===== src/hdl/sg_dma_pkg.sv =====
// Purpose: shared constants and types for the scatter-gather packet dma pair
// Assumes: one clock, 32-bit register and memory words, byte addresses
// Notes: descriptor bit positions are common to both ends
package sg_dma_pkg;
	localparam int REG_AW = 16;
	localparam int WORD_W = 32;
	localparam int WORD_LSB = 2;
	localparam int NUM_CH = 2;
	localparam int HOST_TO_CARD = 0;
	localparam int CARD_TO_HOST = 1;
	localparam int LEN_W = 20;
	localparam int USER_W = 64;
	localparam int HALF_W = 32;
	localparam int CNT_W = 16;
	// bar window: dma registers below, user registers from here up
	localparam logic [REG_AW-1:0] USER_BASE = 16'h8000;
	localparam logic [REG_AW-1:0] DMA_LAST = 16'h7FFF;
	localparam int CH_SEL_BIT = 8;
	localparam logic [6:0] MAP_HI_ZERO = 7'h00;
	localparam logic [7:0] REG_CTRL = 8'h00;
	localparam logic [7:0] REG_START = 8'h04;
	localparam logic [7:0] REG_END = 8'h08;
	localparam logic [7:0] REG_CUR = 8'h0C;
	localparam logic [7:0] REG_DONE = 8'h10;
	localparam int CTRL_EN_BIT = 0;
	// descriptor: eight words, 32-byte aligned
	localparam int DESC_WORDS = 8;
	localparam int DESC_ALIGN = 5;
	localparam logic [2:0] DW_STATUS = 3'h0;
	localparam logic [2:0] DW_CTRL = 3'h1;
	localparam logic [2:0] DW_USER_LO = 3'h2;
	localparam logic [2:0] DW_USER_HI = 3'h3;
	localparam logic [2:0] DW_SYS = 3'h5;
	localparam logic [2:0] DW_NEXT = 3'h6;
	// status word bits, transfer_length in the low LEN_W bits
	localparam int PACKET_START_FLAG = 31;
	localparam int PACKET_END_FLAG = 30;
	localparam int ERROR_FLAG = 29;
	localparam int SHORT_TRANSFER_FLAG = 28;
	localparam int DESCRIPTOR_DONE_FLAG = 27;
	localparam int USER_STATUS_UPPER_ZERO = 26;
	localparam int USER_STATUS_LOWER_ZERO = 25;
	// control word bits, buffer_capacity_length in the low LEN_W bits
	localparam int INTERRUPT_ON_ERROR_BIT = 25;
	localparam int INTERRUPT_ON_DONE_BIT = 24;
	localparam logic [LEN_W-1:0] LEN_ONE = 20'h00001;
	localparam logic [LEN_W-1:0] WORD_BYTES = 20'h00004;
	localparam int FIFO_DEPTH = 16;
	localparam int TXF_W = USER_W + 4 + WORD_W;
	localparam int MEM_AW = 10;
	localparam int HOST_WORDS = 1024;
	localparam int MEM_SPAN = 12;
	typedef enum logic [2:0] {
		ST_IDLE = 3'b000,
		ST_FETCH = 3'b001,
		ST_TXDATA = 3'b010,
		ST_RXDATA = 3'b011,
		ST_WRUSR = 3'b100,
		ST_WRSTAT = 3'b101
	} dma_state_e;
endpackage : sg_dma_pkg


===== src/hdl/sg_dma_if.sv =====
// Purpose: link between the dma device end and the host end
// Assumes: both ends on mclk
// Notes: register access host to device, memory access device to host
`timescale 1ns/1ps
interface sg_dma_if;
	import sg_dma_pkg::*;
	logic reg_req;
	logic reg_we;
	logic [REG_AW-1:0] reg_addr;
	logic [WORD_W-1:0] reg_wdata;
	logic reg_ack;
	logic [WORD_W-1:0] reg_rdata;
	logic mem_req;
	logic mem_we;
	logic [WORD_W-1:0] mem_addr;
	logic [WORD_W-1:0] mem_wdata;
	logic mem_ack;
	logic mem_err;
	logic [WORD_W-1:0] mem_rdata;
	logic irq;
	modport dev (
		input reg_req, reg_we, reg_addr, reg_wdata, mem_ack, mem_err, mem_rdata,
		output reg_ack, reg_rdata, mem_req, mem_we, mem_addr, mem_wdata, irq
	);
	modport host (
		output reg_req, reg_we, reg_addr, reg_wdata, mem_ack, mem_err, mem_rdata,
		input reg_ack, reg_rdata, mem_req, mem_we, mem_addr, mem_wdata, irq
	);
endinterface : sg_dma_if


===== src/hdl/sg_dma_device.sv =====
// Purpose: scatter-gather packet dma engine, one host_to_card, one card_to_host channel
// Assumes: host answers memory requests one cycle after the request
// Notes: one descriptor is executed at a time, channels taken in turn
// Contract
// - dma registers low half, user registers high
// - each channel has separate registers
// - descriptor is eight words, 32 bytes
// - packets may span chained descriptors
// - start flag: software on tx, device on rx
// - end flag: software on tx, device on rx
// - error flag set on failed descriptor
// - short flag when fewer bytes moved
// - done flag set when descriptor finishes
// - rx flags for zero user status halves
// - interrupt on error when bit set
// - interrupt on completion when bit set
// - transfer_length queued, rx overwrites actual count
// - buffer_capacity_length bounds rx buffer use
// - user control shown with tx packet start
// - system address locates buffer data
// - next pointer links 32-byte aligned descriptors
// - ring registers, fetch descriptor then data
// - tx status word rewritten with done set
// - rx prefetch, write data, update status
// - user status sampled at end only
// - software advances end address regularly
`timescale 1ns/1ps
module sync_fifo import sg_dma_pkg::*; #(
	parameter int WIDTH = TXF_W,
	parameter int DEPTH = FIFO_DEPTH
) (
	input wire logic mclk,
	input wire logic resetn,
	input wire logic in_valid,
	output logic in_ready,
	input wire logic [WIDTH-1:0] in_data,
	output logic out_valid,
	input wire logic out_ready,
	output logic [WIDTH-1:0] out_data
);
	localparam int AW = $clog2(DEPTH);
	logic [WIDTH-1:0] mem_r [DEPTH];
	logic [AW-1:0] wr_ptr_r;
	logic [AW-1:0] rd_ptr_r;
	logic [AW:0] count_r;
	logic push;
	logic pop;
	// depth must be a power of two so the pointers wrap by themselves
	assign in_ready = (count_r != (AW+1)'(DEPTH));
	assign out_valid = (count_r != '0);
	assign push = in_valid && in_ready;
	assign pop = out_valid && out_ready;
	assign out_data = mem_r[rd_ptr_r];
	always_ff @(posedge mclk or negedge resetn) begin
		if (!resetn) begin
			wr_ptr_r <= '0;
			rd_ptr_r <= '0;
			count_r <= '0;
		end else begin
			if (push) wr_ptr_r <= wr_ptr_r + 1'b1;
			if (pop) rd_ptr_r <= rd_ptr_r + 1'b1;
			count_r <= count_r + (AW+1)'(push) - (AW+1)'(pop);
		end
	end
	always_ff @(posedge mclk) begin
		if (push) mem_r[wr_ptr_r] <= in_data;
	end
endmodule : sync_fifo

module sg_dma_device import sg_dma_pkg::*; (
	input wire logic mclk,
	input wire logic resetn,
	sg_dma_if.dev link,
	output logic user_reg_strobe,
	output logic user_reg_we,
	output logic [REG_AW-2:0] user_reg_addr,
	output logic [WORD_W-1:0] user_reg_wdata,
	input wire logic [WORD_W-1:0] user_reg_rdata,
	output logic tx_valid,
	input wire logic tx_ready,
	output logic [WORD_W-1:0] tx_data,
	output logic tx_stream_packet_start,
	output logic tx_stream_packet_end,
	output logic [1:0] tx_valid_bytes,
	output logic [USER_W-1:0] tx_user_ctrl,
	input wire logic rx_valid,
	output logic rx_ready,
	input wire logic [WORD_W-1:0] rx_data,
	input wire logic rx_stream_packet_end,
	input wire logic [1:0] rx_valid_bytes,
	input wire logic [USER_W-1:0] rx_user_status
);
	logic rbusy_r, rphase_r, r_we_r, ack_r, ustb_r, r_ch, r_low, reg_wr;
	logic [REG_AW-1:0] r_addr_r;
	logic [WORD_W-1:0] r_wdata_r, rdata_r, dma_rdata;
	logic [NUM_CH-1:0] en_r, avail;
	logic [WORD_W-1:0] start_r [NUM_CH];
	logic [WORD_W-1:0] end_r [NUM_CH];
	logic [WORD_W-1:0] cur_r [NUM_CH];
	logic [CNT_W-1:0] done_cnt_r [NUM_CH];
	dma_state_e state_r;
	logic ch_r, last_ch_r, err_r, end_seen_r, in_pkt_r, irq_r, adv, sel, tx_last;
	logic [2:0] idx_r;
	logic [LEN_W-1:0] wcnt_r, bytes_r, len, cap, tx_words, bytes_sum;
	logic [USER_W-1:0] ustat_r;
	logic [WORD_W-1:0] desc_r [DESC_WORDS];
	logic [WORD_W-1:0] base, status_word;
	logic f_ready;
	logic [TXF_W-1:0] f_in, f_out;

	function automatic logic [WORD_W-1:0] desc_word(input logic [WORD_W-1:0] b,
			input logic [2:0] i);
		return {b[WORD_W-1:DESC_ALIGN], i, {WORD_LSB{1'b0}}};
	endfunction : desc_word

	function automatic logic [LEN_W-1:0] bytes_of(input logic [1:0] code);
		return (code == 2'h0) ? WORD_BYTES : {{(LEN_W-2){1'b0}}, code};
	endfunction : bytes_of

	// register slave: dma half answers two cycles after the request, user half one later
	always_ff @(posedge mclk or negedge resetn) begin
		if (!resetn) begin
			rbusy_r <= 1'b0;
			rphase_r <= 1'b0;
			r_we_r <= 1'b0;
			ack_r <= 1'b0;
			ustb_r <= 1'b0;
			r_addr_r <= '0;
			r_wdata_r <= '0;
			rdata_r <= '0;
		end else begin
			ack_r <= 1'b0;
			ustb_r <= 1'b0;
			if (!rbusy_r) begin
				if (link.reg_req) begin
					rbusy_r <= 1'b1;
					rphase_r <= 1'b0;
					r_we_r <= link.reg_we;
					r_addr_r <= link.reg_addr;
					r_wdata_r <= link.reg_wdata;
				end
			end else if (ack_r) begin
				rbusy_r <= 1'b0;
			end else if (!rphase_r) begin
				if (r_addr_r > DMA_LAST) begin
					ustb_r <= 1'b1;
					rphase_r <= 1'b1;
				end else begin
					ack_r <= 1'b1;
					rdata_r <= r_we_r ? '0 : dma_rdata;
				end
			end else if (ustb_r) begin
				ack_r <= 1'b1;
				rdata_r <= r_we_r ? '0 : user_reg_rdata;
			end
		end
	end
	assign link.reg_ack = ack_r;
	assign link.reg_rdata = rdata_r;
	assign user_reg_strobe = ustb_r;
	assign user_reg_we = r_we_r;
	assign user_reg_addr = r_addr_r[REG_AW-2:0];
	assign user_reg_wdata = r_wdata_r;
	assign r_ch = r_addr_r[CH_SEL_BIT];
	assign r_low = (r_addr_r[REG_AW-1:CH_SEL_BIT+1] == MAP_HI_ZERO);
	assign reg_wr = rbusy_r && !ack_r && !rphase_r && r_we_r && r_low;

	// read mux, unmapped dma addresses read zero
	always_comb begin
		dma_rdata = '0;
		if (r_low) begin
			case (r_addr_r[CH_SEL_BIT-1:0])
				REG_CTRL: dma_rdata[CTRL_EN_BIT] = en_r[r_ch];
				REG_START: dma_rdata = start_r[r_ch];
				REG_END: dma_rdata = end_r[r_ch];
				REG_CUR: dma_rdata = cur_r[r_ch];
				REG_DONE: dma_rdata = {{(WORD_W-CNT_W){1'b0}}, done_cnt_r[r_ch]};
				default: dma_rdata = '0;
			endcase
		end
	end

	// per-channel ring state; a descriptor error halts its channel
	always_ff @(posedge mclk or negedge resetn) begin
		if (!resetn) begin
			en_r <= '0;
			for (int c = 0; c < NUM_CH; c++) begin
				start_r[c] <= '0;
				end_r[c] <= '0;
				cur_r[c] <= '0;
				done_cnt_r[c] <= '0;
			end
		end else begin
			if (adv) begin
				cur_r[ch_r] <= {desc_r[DW_NEXT][WORD_W-1:DESC_ALIGN], {DESC_ALIGN{1'b0}}};
				done_cnt_r[ch_r] <= done_cnt_r[ch_r] + 1'b1;
				if (err_r) en_r[ch_r] <= 1'b0;
			end
			if (reg_wr) begin
				case (r_addr_r[CH_SEL_BIT-1:0])
					REG_CTRL: begin
						en_r[r_ch] <= r_wdata_r[CTRL_EN_BIT];
						if (r_wdata_r[CTRL_EN_BIT] && !en_r[r_ch]) cur_r[r_ch] <= start_r[r_ch];
					end
					REG_START: start_r[r_ch] <= r_wdata_r;
					REG_END: end_r[r_ch] <= r_wdata_r;
					default: ;
				endcase
			end
		end
	end

	// a channel has work while its pointer has not met the end address
	always_comb begin
		for (int c = 0; c < NUM_CH; c++) begin
			avail[c] = en_r[c] && (cur_r[c] != end_r[c]);
		end
	end
	assign sel = (&avail) ? !last_ch_r : avail[CARD_TO_HOST];
	assign base = cur_r[ch_r];
	assign len = desc_r[DW_STATUS][LEN_W-1:0];
	assign cap = desc_r[DW_CTRL][LEN_W-1:0];
	assign tx_words = {2'b00, len[LEN_W-1:WORD_LSB]} + {{(LEN_W-1){1'b0}}, |len[1:0]};
	assign tx_last = (wcnt_r == tx_words - LEN_ONE);
	assign bytes_sum = bytes_r + bytes_of(rx_valid_bytes);
	assign adv = (state_r == ST_WRSTAT) && link.mem_ack;

	// descriptor engine; ch_r high means the card_to_host channel
	always_ff @(posedge mclk or negedge resetn) begin
		if (!resetn) begin
			state_r <= ST_IDLE;
			ch_r <= 1'b0;
			last_ch_r <= 1'b1;
			idx_r <= '0;
			wcnt_r <= '0;
			bytes_r <= '0;
			err_r <= 1'b0;
			end_seen_r <= 1'b0;
			in_pkt_r <= 1'b0;
			ustat_r <= '0;
			for (int i = 0; i < DESC_WORDS; i++) desc_r[i] <= '0;
		end else begin
			case (state_r)
				ST_IDLE: begin
					if (|avail) begin
						ch_r <= sel;
						last_ch_r <= sel;
						state_r <= ST_FETCH;
						idx_r <= '0;
						wcnt_r <= '0;
						bytes_r <= '0;
						err_r <= 1'b0;
						end_seen_r <= 1'b0;
					end
				end
				ST_FETCH: begin
					if (link.mem_ack) begin
						desc_r[idx_r] <= link.mem_rdata;
						if (link.mem_err) err_r <= 1'b1;
						if (idx_r != DW_NEXT) idx_r <= idx_r + 3'h1;
						else if (err_r || link.mem_err) state_r <= ST_WRSTAT;
						else if (ch_r) state_r <= ST_RXDATA;
						else if (tx_words == '0) state_r <= ST_WRSTAT;
						else state_r <= ST_TXDATA;
					end
				end
				ST_TXDATA: begin
					if (link.mem_ack) begin
						// a failed read moves nothing, so the word is not counted
						if (!link.mem_err) wcnt_r <= wcnt_r + LEN_ONE;
						if (link.mem_err) err_r <= 1'b1;
						if (link.mem_err || tx_last) state_r <= ST_WRSTAT;
					end
				end
				ST_RXDATA: begin
					if (link.mem_ack) begin
						bytes_r <= bytes_sum;
						if (link.mem_err) err_r <= 1'b1;
						if (rx_stream_packet_end) begin
							end_seen_r <= 1'b1;
							ustat_r <= rx_user_status;
							idx_r <= '0;
							state_r <= link.mem_err ? ST_WRSTAT : ST_WRUSR;
						end else if (link.mem_err || bytes_sum >= cap) begin
							state_r <= ST_WRSTAT;
						end
					end
				end
				ST_WRUSR: begin
					if (link.mem_ack) begin
						if (idx_r[0]) state_r <= ST_WRSTAT;
						else idx_r <= idx_r + 3'h1;
					end
				end
				ST_WRSTAT: begin
					if (link.mem_ack) begin
						state_r <= ST_IDLE;
						if (ch_r) in_pkt_r <= !end_seen_r;
					end
				end
				default: state_r <= ST_IDLE;
			endcase
		end
	end

	// written-back status and byte count word
	always_comb begin
		status_word = '0;
		status_word[DESCRIPTOR_DONE_FLAG] = 1'b1;
		status_word[ERROR_FLAG] = err_r;
		if (ch_r) begin
			status_word[LEN_W-1:0] = bytes_r;
			status_word[PACKET_START_FLAG] = !in_pkt_r;
			status_word[PACKET_END_FLAG] = end_seen_r;
			status_word[SHORT_TRANSFER_FLAG] = (bytes_r < cap);
			status_word[USER_STATUS_UPPER_ZERO] = end_seen_r && (ustat_r[USER_W-1:HALF_W] == '0);
			status_word[USER_STATUS_LOWER_ZERO] = end_seen_r && (ustat_r[HALF_W-1:0] == '0);
		end else begin
			status_word[LEN_W-1:0] = len;
			status_word[PACKET_START_FLAG] = desc_r[DW_CTRL][PACKET_START_FLAG];
			status_word[PACKET_END_FLAG] = desc_r[DW_CTRL][PACKET_END_FLAG];
			status_word[SHORT_TRANSFER_FLAG] = (wcnt_r != tx_words);
		end
	end

	// memory requests held until the host acknowledges
	always_comb begin
		link.mem_req = 1'b0;
		link.mem_we = 1'b0;
		link.mem_addr = '0;
		link.mem_wdata = '0;
		case (state_r)
			ST_FETCH: begin
				link.mem_req = 1'b1;
				link.mem_addr = desc_word(base, idx_r);
			end
			ST_TXDATA: begin
				link.mem_req = f_ready; // fifo full stalls the fetch
				link.mem_addr = desc_r[DW_SYS] + {{(WORD_W-LEN_W-WORD_LSB){1'b0}}, wcnt_r,
					{WORD_LSB{1'b0}}};
			end
			ST_RXDATA: begin
				link.mem_req = rx_valid;
				link.mem_we = 1'b1;
				link.mem_addr = desc_r[DW_SYS] + {{(WORD_W-LEN_W){1'b0}}, bytes_r};
				link.mem_wdata = rx_data;
			end
			ST_WRUSR: begin
				link.mem_req = 1'b1;
				link.mem_we = 1'b1;
				link.mem_addr = desc_word(base, DW_USER_LO + idx_r);
				link.mem_wdata = idx_r[0] ? ustat_r[USER_W-1:HALF_W] : ustat_r[HALF_W-1:0];
			end
			ST_WRSTAT: begin
				link.mem_req = 1'b1;
				link.mem_we = 1'b1;
				link.mem_addr = desc_word(base, DW_STATUS);
				link.mem_wdata = status_word;
			end
			default: ;
		endcase
	end
	assign rx_ready = (state_r == ST_RXDATA) && link.mem_ack;

	// interrupt pulse once the status word is written
	always_ff @(posedge mclk or negedge resetn) begin
		if (!resetn) irq_r <= 1'b0;
		else irq_r <= adv && (desc_r[DW_CTRL][INTERRUPT_ON_DONE_BIT]
			|| (err_r && desc_r[DW_CTRL][INTERRUPT_ON_ERROR_BIT]));
	end
	assign link.irq = irq_r;

	// tx words: user control rides with the first word of a packet
	assign f_in = {
		(desc_r[DW_CTRL][PACKET_START_FLAG] && wcnt_r == '0) ?
			{desc_r[DW_USER_HI], desc_r[DW_USER_LO]} : {USER_W{1'b0}},
		desc_r[DW_CTRL][PACKET_START_FLAG] && (wcnt_r == '0),
		desc_r[DW_CTRL][PACKET_END_FLAG] && tx_last,
		tx_last ? len[1:0] : 2'b00,
		link.mem_rdata
	};
	sync_fifo #(.WIDTH(TXF_W), .DEPTH(FIFO_DEPTH)) tx_buf (
		.mclk(mclk),
		.resetn(resetn),
		.in_valid((state_r == ST_TXDATA) && link.mem_ack && !link.mem_err),
		.in_ready(f_ready),
		.in_data(f_in),
		.out_valid(tx_valid),
		.out_ready(tx_ready),
		.out_data(f_out)
	);
	assign tx_user_ctrl = f_out[TXF_W-1:TXF_W-USER_W];
	assign tx_stream_packet_start = f_out[WORD_W+3];
	assign tx_stream_packet_end = f_out[WORD_W+2];
	assign tx_valid_bytes = f_out[WORD_W+1:WORD_W];
	assign tx_data = f_out[WORD_W-1:0];
endmodule : sg_dma_device


===== src/flat_wrapper.sv =====
// flat-port wrapper written by rule: the top's interface ports become plain ports
module sg_dma_device_flat import sg_dma_pkg::*;
  (mclk, resetn, user_reg_strobe, user_reg_we, user_reg_addr, user_reg_wdata, user_reg_rdata, tx_valid, tx_ready, tx_data, tx_stream_packet_start, tx_stream_packet_end, tx_valid_bytes, tx_user_ctrl, rx_valid, rx_ready, rx_data, rx_stream_packet_end, rx_valid_bytes, rx_user_status, link_reg_req, link_reg_we, link_reg_addr, link_reg_wdata, link_mem_ack, link_mem_err, link_mem_rdata, link_reg_ack, link_reg_rdata, link_mem_req, link_mem_we, link_mem_addr, link_mem_wdata, link_irq);
  sg_dma_if link_i ();
  input wire logic mclk;
  input wire logic resetn;
  output logic user_reg_strobe;
  output logic user_reg_we;
  output logic [REG_AW-2:0] user_reg_addr;
  output logic [WORD_W-1:0] user_reg_wdata;
  input wire logic [WORD_W-1:0] user_reg_rdata;
  output logic tx_valid;
  input wire logic tx_ready;
  output logic [WORD_W-1:0] tx_data;
  output logic tx_stream_packet_start;
  output logic tx_stream_packet_end;
  output logic [1:0] tx_valid_bytes;
  output logic [USER_W-1:0] tx_user_ctrl;
  input wire logic rx_valid;
  output logic rx_ready;
  input wire logic [WORD_W-1:0] rx_data;
  input wire logic rx_stream_packet_end;
  input wire logic [1:0] rx_valid_bytes;
  input wire logic [USER_W-1:0] rx_user_status;
  input wire logic [$bits(link_i.reg_req)-1:0] link_reg_req;
  input wire logic [$bits(link_i.reg_we)-1:0] link_reg_we;
  input wire logic [$bits(link_i.reg_addr)-1:0] link_reg_addr;
  input wire logic [$bits(link_i.reg_wdata)-1:0] link_reg_wdata;
  input wire logic [$bits(link_i.mem_ack)-1:0] link_mem_ack;
  input wire logic [$bits(link_i.mem_err)-1:0] link_mem_err;
  input wire logic [$bits(link_i.mem_rdata)-1:0] link_mem_rdata;
  output wire logic [$bits(link_i.reg_ack)-1:0] link_reg_ack;
  output wire logic [$bits(link_i.reg_rdata)-1:0] link_reg_rdata;
  output wire logic [$bits(link_i.mem_req)-1:0] link_mem_req;
  output wire logic [$bits(link_i.mem_we)-1:0] link_mem_we;
  output wire logic [$bits(link_i.mem_addr)-1:0] link_mem_addr;
  output wire logic [$bits(link_i.mem_wdata)-1:0] link_mem_wdata;
  output wire logic [$bits(link_i.irq)-1:0] link_irq;
  assign link_i.reg_req = link_reg_req;
  assign link_i.reg_we = link_reg_we;
  assign link_i.reg_addr = link_reg_addr;
  assign link_i.reg_wdata = link_reg_wdata;
  assign link_i.mem_ack = link_mem_ack;
  assign link_i.mem_err = link_mem_err;
  assign link_i.mem_rdata = link_mem_rdata;
  assign link_reg_ack = link_i.reg_ack;
  assign link_reg_rdata = link_i.reg_rdata;
  assign link_mem_req = link_i.mem_req;
  assign link_mem_we = link_i.mem_we;
  assign link_mem_addr = link_i.mem_addr;
  assign link_mem_wdata = link_i.mem_wdata;
  assign link_irq = link_i.irq;
  sg_dma_device u_core (.mclk(mclk), .resetn(resetn), .link(link_i), .user_reg_strobe(user_reg_strobe), .user_reg_we(user_reg_we), .user_reg_addr(user_reg_addr), .user_reg_wdata(user_reg_wdata), .user_reg_rdata(user_reg_rdata), .tx_valid(tx_valid), .tx_ready(tx_ready), .tx_data(tx_data), .tx_stream_packet_start(tx_stream_packet_start), .tx_stream_packet_end(tx_stream_packet_end), .tx_valid_bytes(tx_valid_bytes), .tx_user_ctrl(tx_user_ctrl), .rx_valid(rx_valid), .rx_ready(rx_ready), .rx_data(rx_data), .rx_stream_packet_end(rx_stream_packet_end), .rx_valid_bytes(rx_valid_bytes), .rx_user_status(rx_user_status));
endmodule

===== config.mk =====
export PLATFORM = sky130hd
export DESIGN_NAME = sg_dma_device_flat
export DESIGN_NICKNAME = d
export VERILOG_FILES = /design/src/hdl/sg_dma_pkg.sv /design/src/hdl/sg_dma_if.sv /design/src/hdl/sg_dma_device.sv /design/src/flat_wrapper.sv
export SDC_FILE = /design/constraint.sdc
export NUM_CORES = 2
export LEC_CHECK = 0
export ABC_AREA = 1
export BUFFER_PORTS_ARGS = -buffer_cell sky130_fd_sc_hd__buf_2
export CAP_MARGIN = 40
export CORE_MARGIN = 1.5
export CORE_UTILIZATION = 25
export CTS_CLUSTER_DIAMETER = 120
export DETAILED_ROUTE_END_ITERATION = 6
export HOLD_SLACK_MARGIN = 0.03
export PLACE_DENSITY_LB_ADDON = 0.2
export SKIP_LAST_GASP = 1
export SLEW_MARGIN = 20
export SYNTH_ARGS = -nofsm -noshare
export SYNTH_HDL_FRONTEND = slang
export SYNTH_SLANG_ARGS = --single-unit

===== constraint.sdc =====
create_clock -name mclk -period 8.6 [get_ports mclk]
set_input_delay 1.72 -clock mclk [delete_from_list [all_inputs] [get_ports mclk]]
set_output_delay 1.72 -clock mclk [all_outputs]
set_load 0.01 [all_outputs]

# Word level (Yosys, flattened, before mapping)
# Memories as Yosys holds them, arrays and structs flattened.
# Cells that the tools add are included.
# totals
reg_bits,696
ramBits,1600
input_bits,219
output_inout_bits,251
elab_cells,302
memories,1
# mem_list
name,words,word_bits,rd,rd_ports_with_merged_regs,write_ports,line_no,source
u_core.tx_buf.mem_r,16,100,1,0,1,sg_dma_device.sv:42,logic [WIDTH-1:0] mem_r [DEPTH];
# op_classes
add_sub_neg,13
n_lt_le_gt_ge,13
n_eq_ne,34
muxes,123
bitwise,7
reduce_logical,71
# ops
operator,n
32-bit two-way mux,22
64-bit two-way mux,5
256-bit bitwise mux,1
64-bit bitwise mux,4
32-bit case mux with 5 select lines,1
31-bit case mux with 4 select lines,1
16-bit two-way mux,7
20-bit two-way mux,5
32-bit demux with 3-bit select,1
32-bit case mux with 3 select lines,1
20-bit case mux with 2 select lines,2
3-bit two-way mux,22
32-bit demux with 1-bit select,2
32-bit zero test,2
32-bit != test,2
20-bit zero test,2
32-bit by 20-bit adder with 32-bit output,1
32-bit by 22-bit adder with 32-bit output,1
32-bit bitwise mux,1
1-bit two-way mux,31
1-bit logical AND,24
"2-bit != test, second input constant",11
"20-bit by 1-bit adder with 20-bit output, second input constant",1
20-bit adder,1
other kinds (60),110

# Longest topological paths before layout
# logic_depth
depth_word,11
ltp_mapped,27
ltp_nobuf,27

# By module
# A second synthesis with hierarchy kept.
# hier_totals
hier_cells,11070
area_unflattened_um2,102405.7
# modules_own_cells
mod,instances,cells_per_inst,area_per_inst_um2,seq_area_each_um2
sync_fifo,1,6320,67312.1,48371.4
sg_dma_device,1,4750,35093.7,14865.5

# Worst setup path after synthesis
# No wires, ideal clock.
# synth_timing
path_type,input-to-reg
startpoint,input link_mem_ack
endpoint,memory u_core.tx_buf.mem_r[7][0] (netlist bit) (enable)
setup_ns,0.682
t_arrival_ns,9.298
required_ns,7.918
slack_ns,-1.380
stages,6
path_buffers,0
path_cell_list,inv_1 -> nor2_1 -> inv_1 -> nor3_2 -> nand2_1 -> nor3_1
# synth_between
elab_chain_len,5
# synth_rtl
item,line_no,source
"start, declared",flat_wrapper.sv:29,input wire logic [$bits(link_i.mem_ack)-1:0] link_mem_ack;
1-bit logical AND (2 in a row),sg_dma_device.sv:385,".in_valid((state_r == ST_TXDATA) && link.mem_ack && !link.mem_err),"
1-bit logical AND,sg_dma_device.sv:51,assign push = in_valid && in_ready;
1-bit two-way mux,sg_dma_device.sv:66,if (push) mem_r[wr_ptr_r] <= in_data;
1-bit two-way mux (implied by the code),sg_dma_device.sv:66,
"end, declared",sg_dma_device.sv:42,
# No other way between the ends.

# Worst setup path in the final report
# layout_timing
startpoint,register u_core.bytes_r[0]
endpoint,output link_mem_addr[22]
# layout_between
elab_chain_len,2
# layout_rtl
item,line_no,source
"start, declared",sg_dma_device.sv:104,"logic [LEN_W-1:0] wcnt_r, bytes_r, len, cap, tx_words, bytes_sum;"
"start signal, assigned",sg_dma_device.sv:277,bytes_r <= bytes_sum;
32-bit by 20-bit adder with 32-bit output,sg_dma_device.sv:345,"link.mem_addr = desc_r[DW_SYS] + {{(WORD_W-LEN_W){1'b0}}, bytes_r};"
32-bit case mux with 5 select lines,sg_dma_device.sv:332,case (state_r)
"end, declared",flat_wrapper.sv:36,output wire logic [$bits(link_i.mem_addr)-1:0] link_mem_addr;
# No other way between the ends.

==> impl_metrics.tcl <==
set metrics [dict create \
    status "completed" \
    synth_top_area_share_pct 49.8 \
    ios 470 \
    crit_type "reg2out" \
    drv_slew 0 \
    ctsHtreeMaxLevel 5 \
    synth_area_um2 96500 \
    fin_skew_ns 0.0929 \
    grt_setup_unrepaired "no" \
    fillers 39000 \
    yosys_most_used_dff "edfxtp_1" \
    synthTopCellsByArea "edfxtp_1 50%, dfrtp_1 16%, o21ai_0 5.6%" \
    syn-num-nets 8840 \
    period_share_pct 73.0 \
    ir_worst_vdd_uv 332 \
    avgSynthCellArea_um2 11.3 \
    drt_iter0_drc 5380 \
    dieWidth_um 624 \
    p_per_area_nw_per_um2 309 \
    overflow 0 \
    wl_mm 346 \
    grt_pass1_wl_mm 497 \
    cts_tree "done" \
    detail-route-antenna-nets 0 \
    cts-buffers-inserted 272 \
    start_util_pct 25.2 \
    finalNonFillerCells 14200 \
    clockBufferDepth 4 \
    drcViolationCount 0 \
    cts_sinks 2207 \
    worstHoldPathType "reg2reg" \
    async_reset_ff_share_pct 27.5 \
    synth_area_leader_cell "edfxtp_1" \
    critPathLaunchType "flop" \
    cp.required_ns 6.88 \
    dieArea_um2 390000 \
    tightestPinTransition_ns 1.14 \
    place_hpwl_mm 203 \
    cp-end-kind "primary output" \
    fin_util_pct 29.9 \
    dr_total_vias 68700 \
    syn2layout_area_growth_pct 18.9 \
    arrival_ns 4.56 \
    drive_gt1_share_pct 13.9 \
    ys_seq_area_share_pct 65.6 \
    dp_slack_ns 3.19 \
    crit_fanout 5 \
    hold_ws_ns 0.477 \
    gp_congestion 0.867 \
    cts_setup_buffers 0 \
    tns_ns 0 \
    grt_usage_pct 17.3 \
    ys_seq_elements 2207 \
    wl_per_cell_um 24.4 \
    core_um2 383000 \
    cts_resized 0 \
    drv_cap 0 \
    clk_pin_slew_ns 0.06 \
    slew_headroom_pct 24.2 \
    period_needed_ns 6.28 \
    syn_inst 8511 \
    synth.distinct_cells 60 \
    grt_pass1_vias 68700 \
    antenna_found_initial 50 \
    via_per_inst 4.83 \
    core.rowCount 227 \
    yosysWarnings 0 \
    layout_commonest_cell "edfxtp_1" \
    fp.dieH_um 624 \
    finalNetCount 9292 \
    max_freq_mhz 159 \
    final-setup-viol-count 0 \
    power.total_mw 35.4 \
    clock_latency_ns 0.92 \
    cts-hold-fix-buffers 0 \
    clock-root-buffer "clkbuf_16" \
    dp.cells 13700 \
    leakage_nw 42.8 \
    grt_max_degree 233 \
    drt-pass1-iter-count 6 \
    port-buffer-count 469 \
    dpl-instance-area_um2 106000 \
    final-hold-violation-count 0 \
    layout_setup_ws_ns 2.32 \
    layout_common_cells "1600 x edfxtp_1, 1359 x nand2_1, 1088 x o21ai_0, 865 x nor2_1, 600 x dfrtp_1" \
    fin_area_um2 115000 \
    synth-edff-count 1600 \
]
## cells in the mapped netlist, types with 24 or more instances
library cell	n
buf_2	26
nor2_1	887
nand3_1	244
nor4_1	41
xor2_1	42
ha_1	106
nor3_1	78
edfxtp_1	1600
mux2_2	57
o21ai_0	1088
o211ai_1	138
o32ai_1	59
buf_1	24
nand2_1	1365
o221ai_1	303
o22ai_1	57
clkbuf_1	458
nand4_1	86
mux2i_1	295
inv_1	438
xnor2_1	80
a21oi_1	202
dfrtp_1	606
or2_2	36
## cell type report
cell class | instances | area (µm²) | area share [%]
clock inverter | 114 | 1050 | 0.916
multi-input combinational | 5331 | 29700 | 25.9
clock buffer | 367 | 7560 | 6.59
sequential | 2207 | 63300 | 55.1
tap | 5038 | 6300 | 5.49
inverter | 449 | 1700 | 1.48
timing repair buffer | 702 | 5120 | 4.47
antenna | 16 | 40.0 | 0.0349
## sequential cells by signal, indices dropped and copies added, names as in the netlist, 2 cells and up
register,count
u_core.bytes_r,20
u_core.cap,20
u_core.cur_r,64
u_core.desc_r,147
u_core.done_cnt_r,32
u_core.en_r,2
u_core.end_r,64
u_core.idx_r,3
u_core.link.reg_rdata,32
u_core.r_addr_r,16
u_core.start_r,64
u_core.state_r,3
u_core.tx_buf.count_r,5
u_core.tx_buf.mem_r,1600
u_core.tx_buf.rd_ptr_r,4
u_core.tx_buf.wr_ptr_r,4
u_core.user_reg_wdata,32
u_core.ustat_r,64
u_core.wcnt_r,20
## final timing paths
kind	from	end	depth (start not counted)	slack, ns
worst max-delay path	u_core.bytes_r[0]	link_mem_addr[22]	14	2.32
worst min-delay path	u_core.link.reg_rdata[24]	u_core.link.reg_rdata[24]	2	0.48
worst max register to register	u_core.state_r[1]	u_core.tx_buf.mem_r[7][81]	12	4.62
worst min register to register	u_core.link.reg_rdata[24]	u_core.link.reg_rdata[24]	2	0.48
max in group asynchronous	resetn	u_core.desc_r[141]	2	6.32
min in group asynchronous	resetn	u_core.user_reg_wdata[12]	1	0.82
## critical path, stage by stage, from the launching register on
cell	delay (ns)
dfrtp_1	0.43
ha_1	0.22
inv_1	0.06
fa_1	0.39
o21ai_0	0.31
a21oi_1	0.17
o21ai_0	0.44
a21boi_0	0.27
nor2_1	0.16
nor2_1	0.11
nor2_1	0.23
a21oi_1	0.10
o21ai_0	0.11
nand3_1	0.40
buf_2	0.29
## cell families after synthesis
logic type | after synthesis | share of synthesized area [%]
AO/OA/AOI/OAI | 1955 | 12.3
multiplexers | 352 | 3.73
XOR/XNOR | 122 | 1.11
flip-flops | 2207 | 65.6
AND/OR/NAND/NOR | 2792 | 12.0
buffers and inverters | 973 | 3.89
adder cells (fa/ha/maj) | 110 | 1.46
## power by group
part | leakage [nW] | switching (mW) | internal, mW | total (mW)
Clock | 4.20 | 4.61 | 6.59 | 11.2
Sequential | 22.1 | 0.833 | 12.3 | 13.2
Combinational | 16.5 | 7.53 | 3.49 | 11.0
Total | 42.8 | 13.0 | 22.4 | 35.4
## metal layers
| metal | track usage [%] | vias to the layer above | wire length, µm |
|---|---|---|---|
| met5 | 0 | - | 92 |
| met2 | 28.8 | 2103 | 164000 |
| met3 | 2.58 | 502 | 20400 |
| met4 | 5.39 | 16 | 11000 |
| li1 | - | 31600 | - |
| met1 | 23.0 | 34500 | 150000 |
No activity file was read; power rests on OpenSTA's default activity.
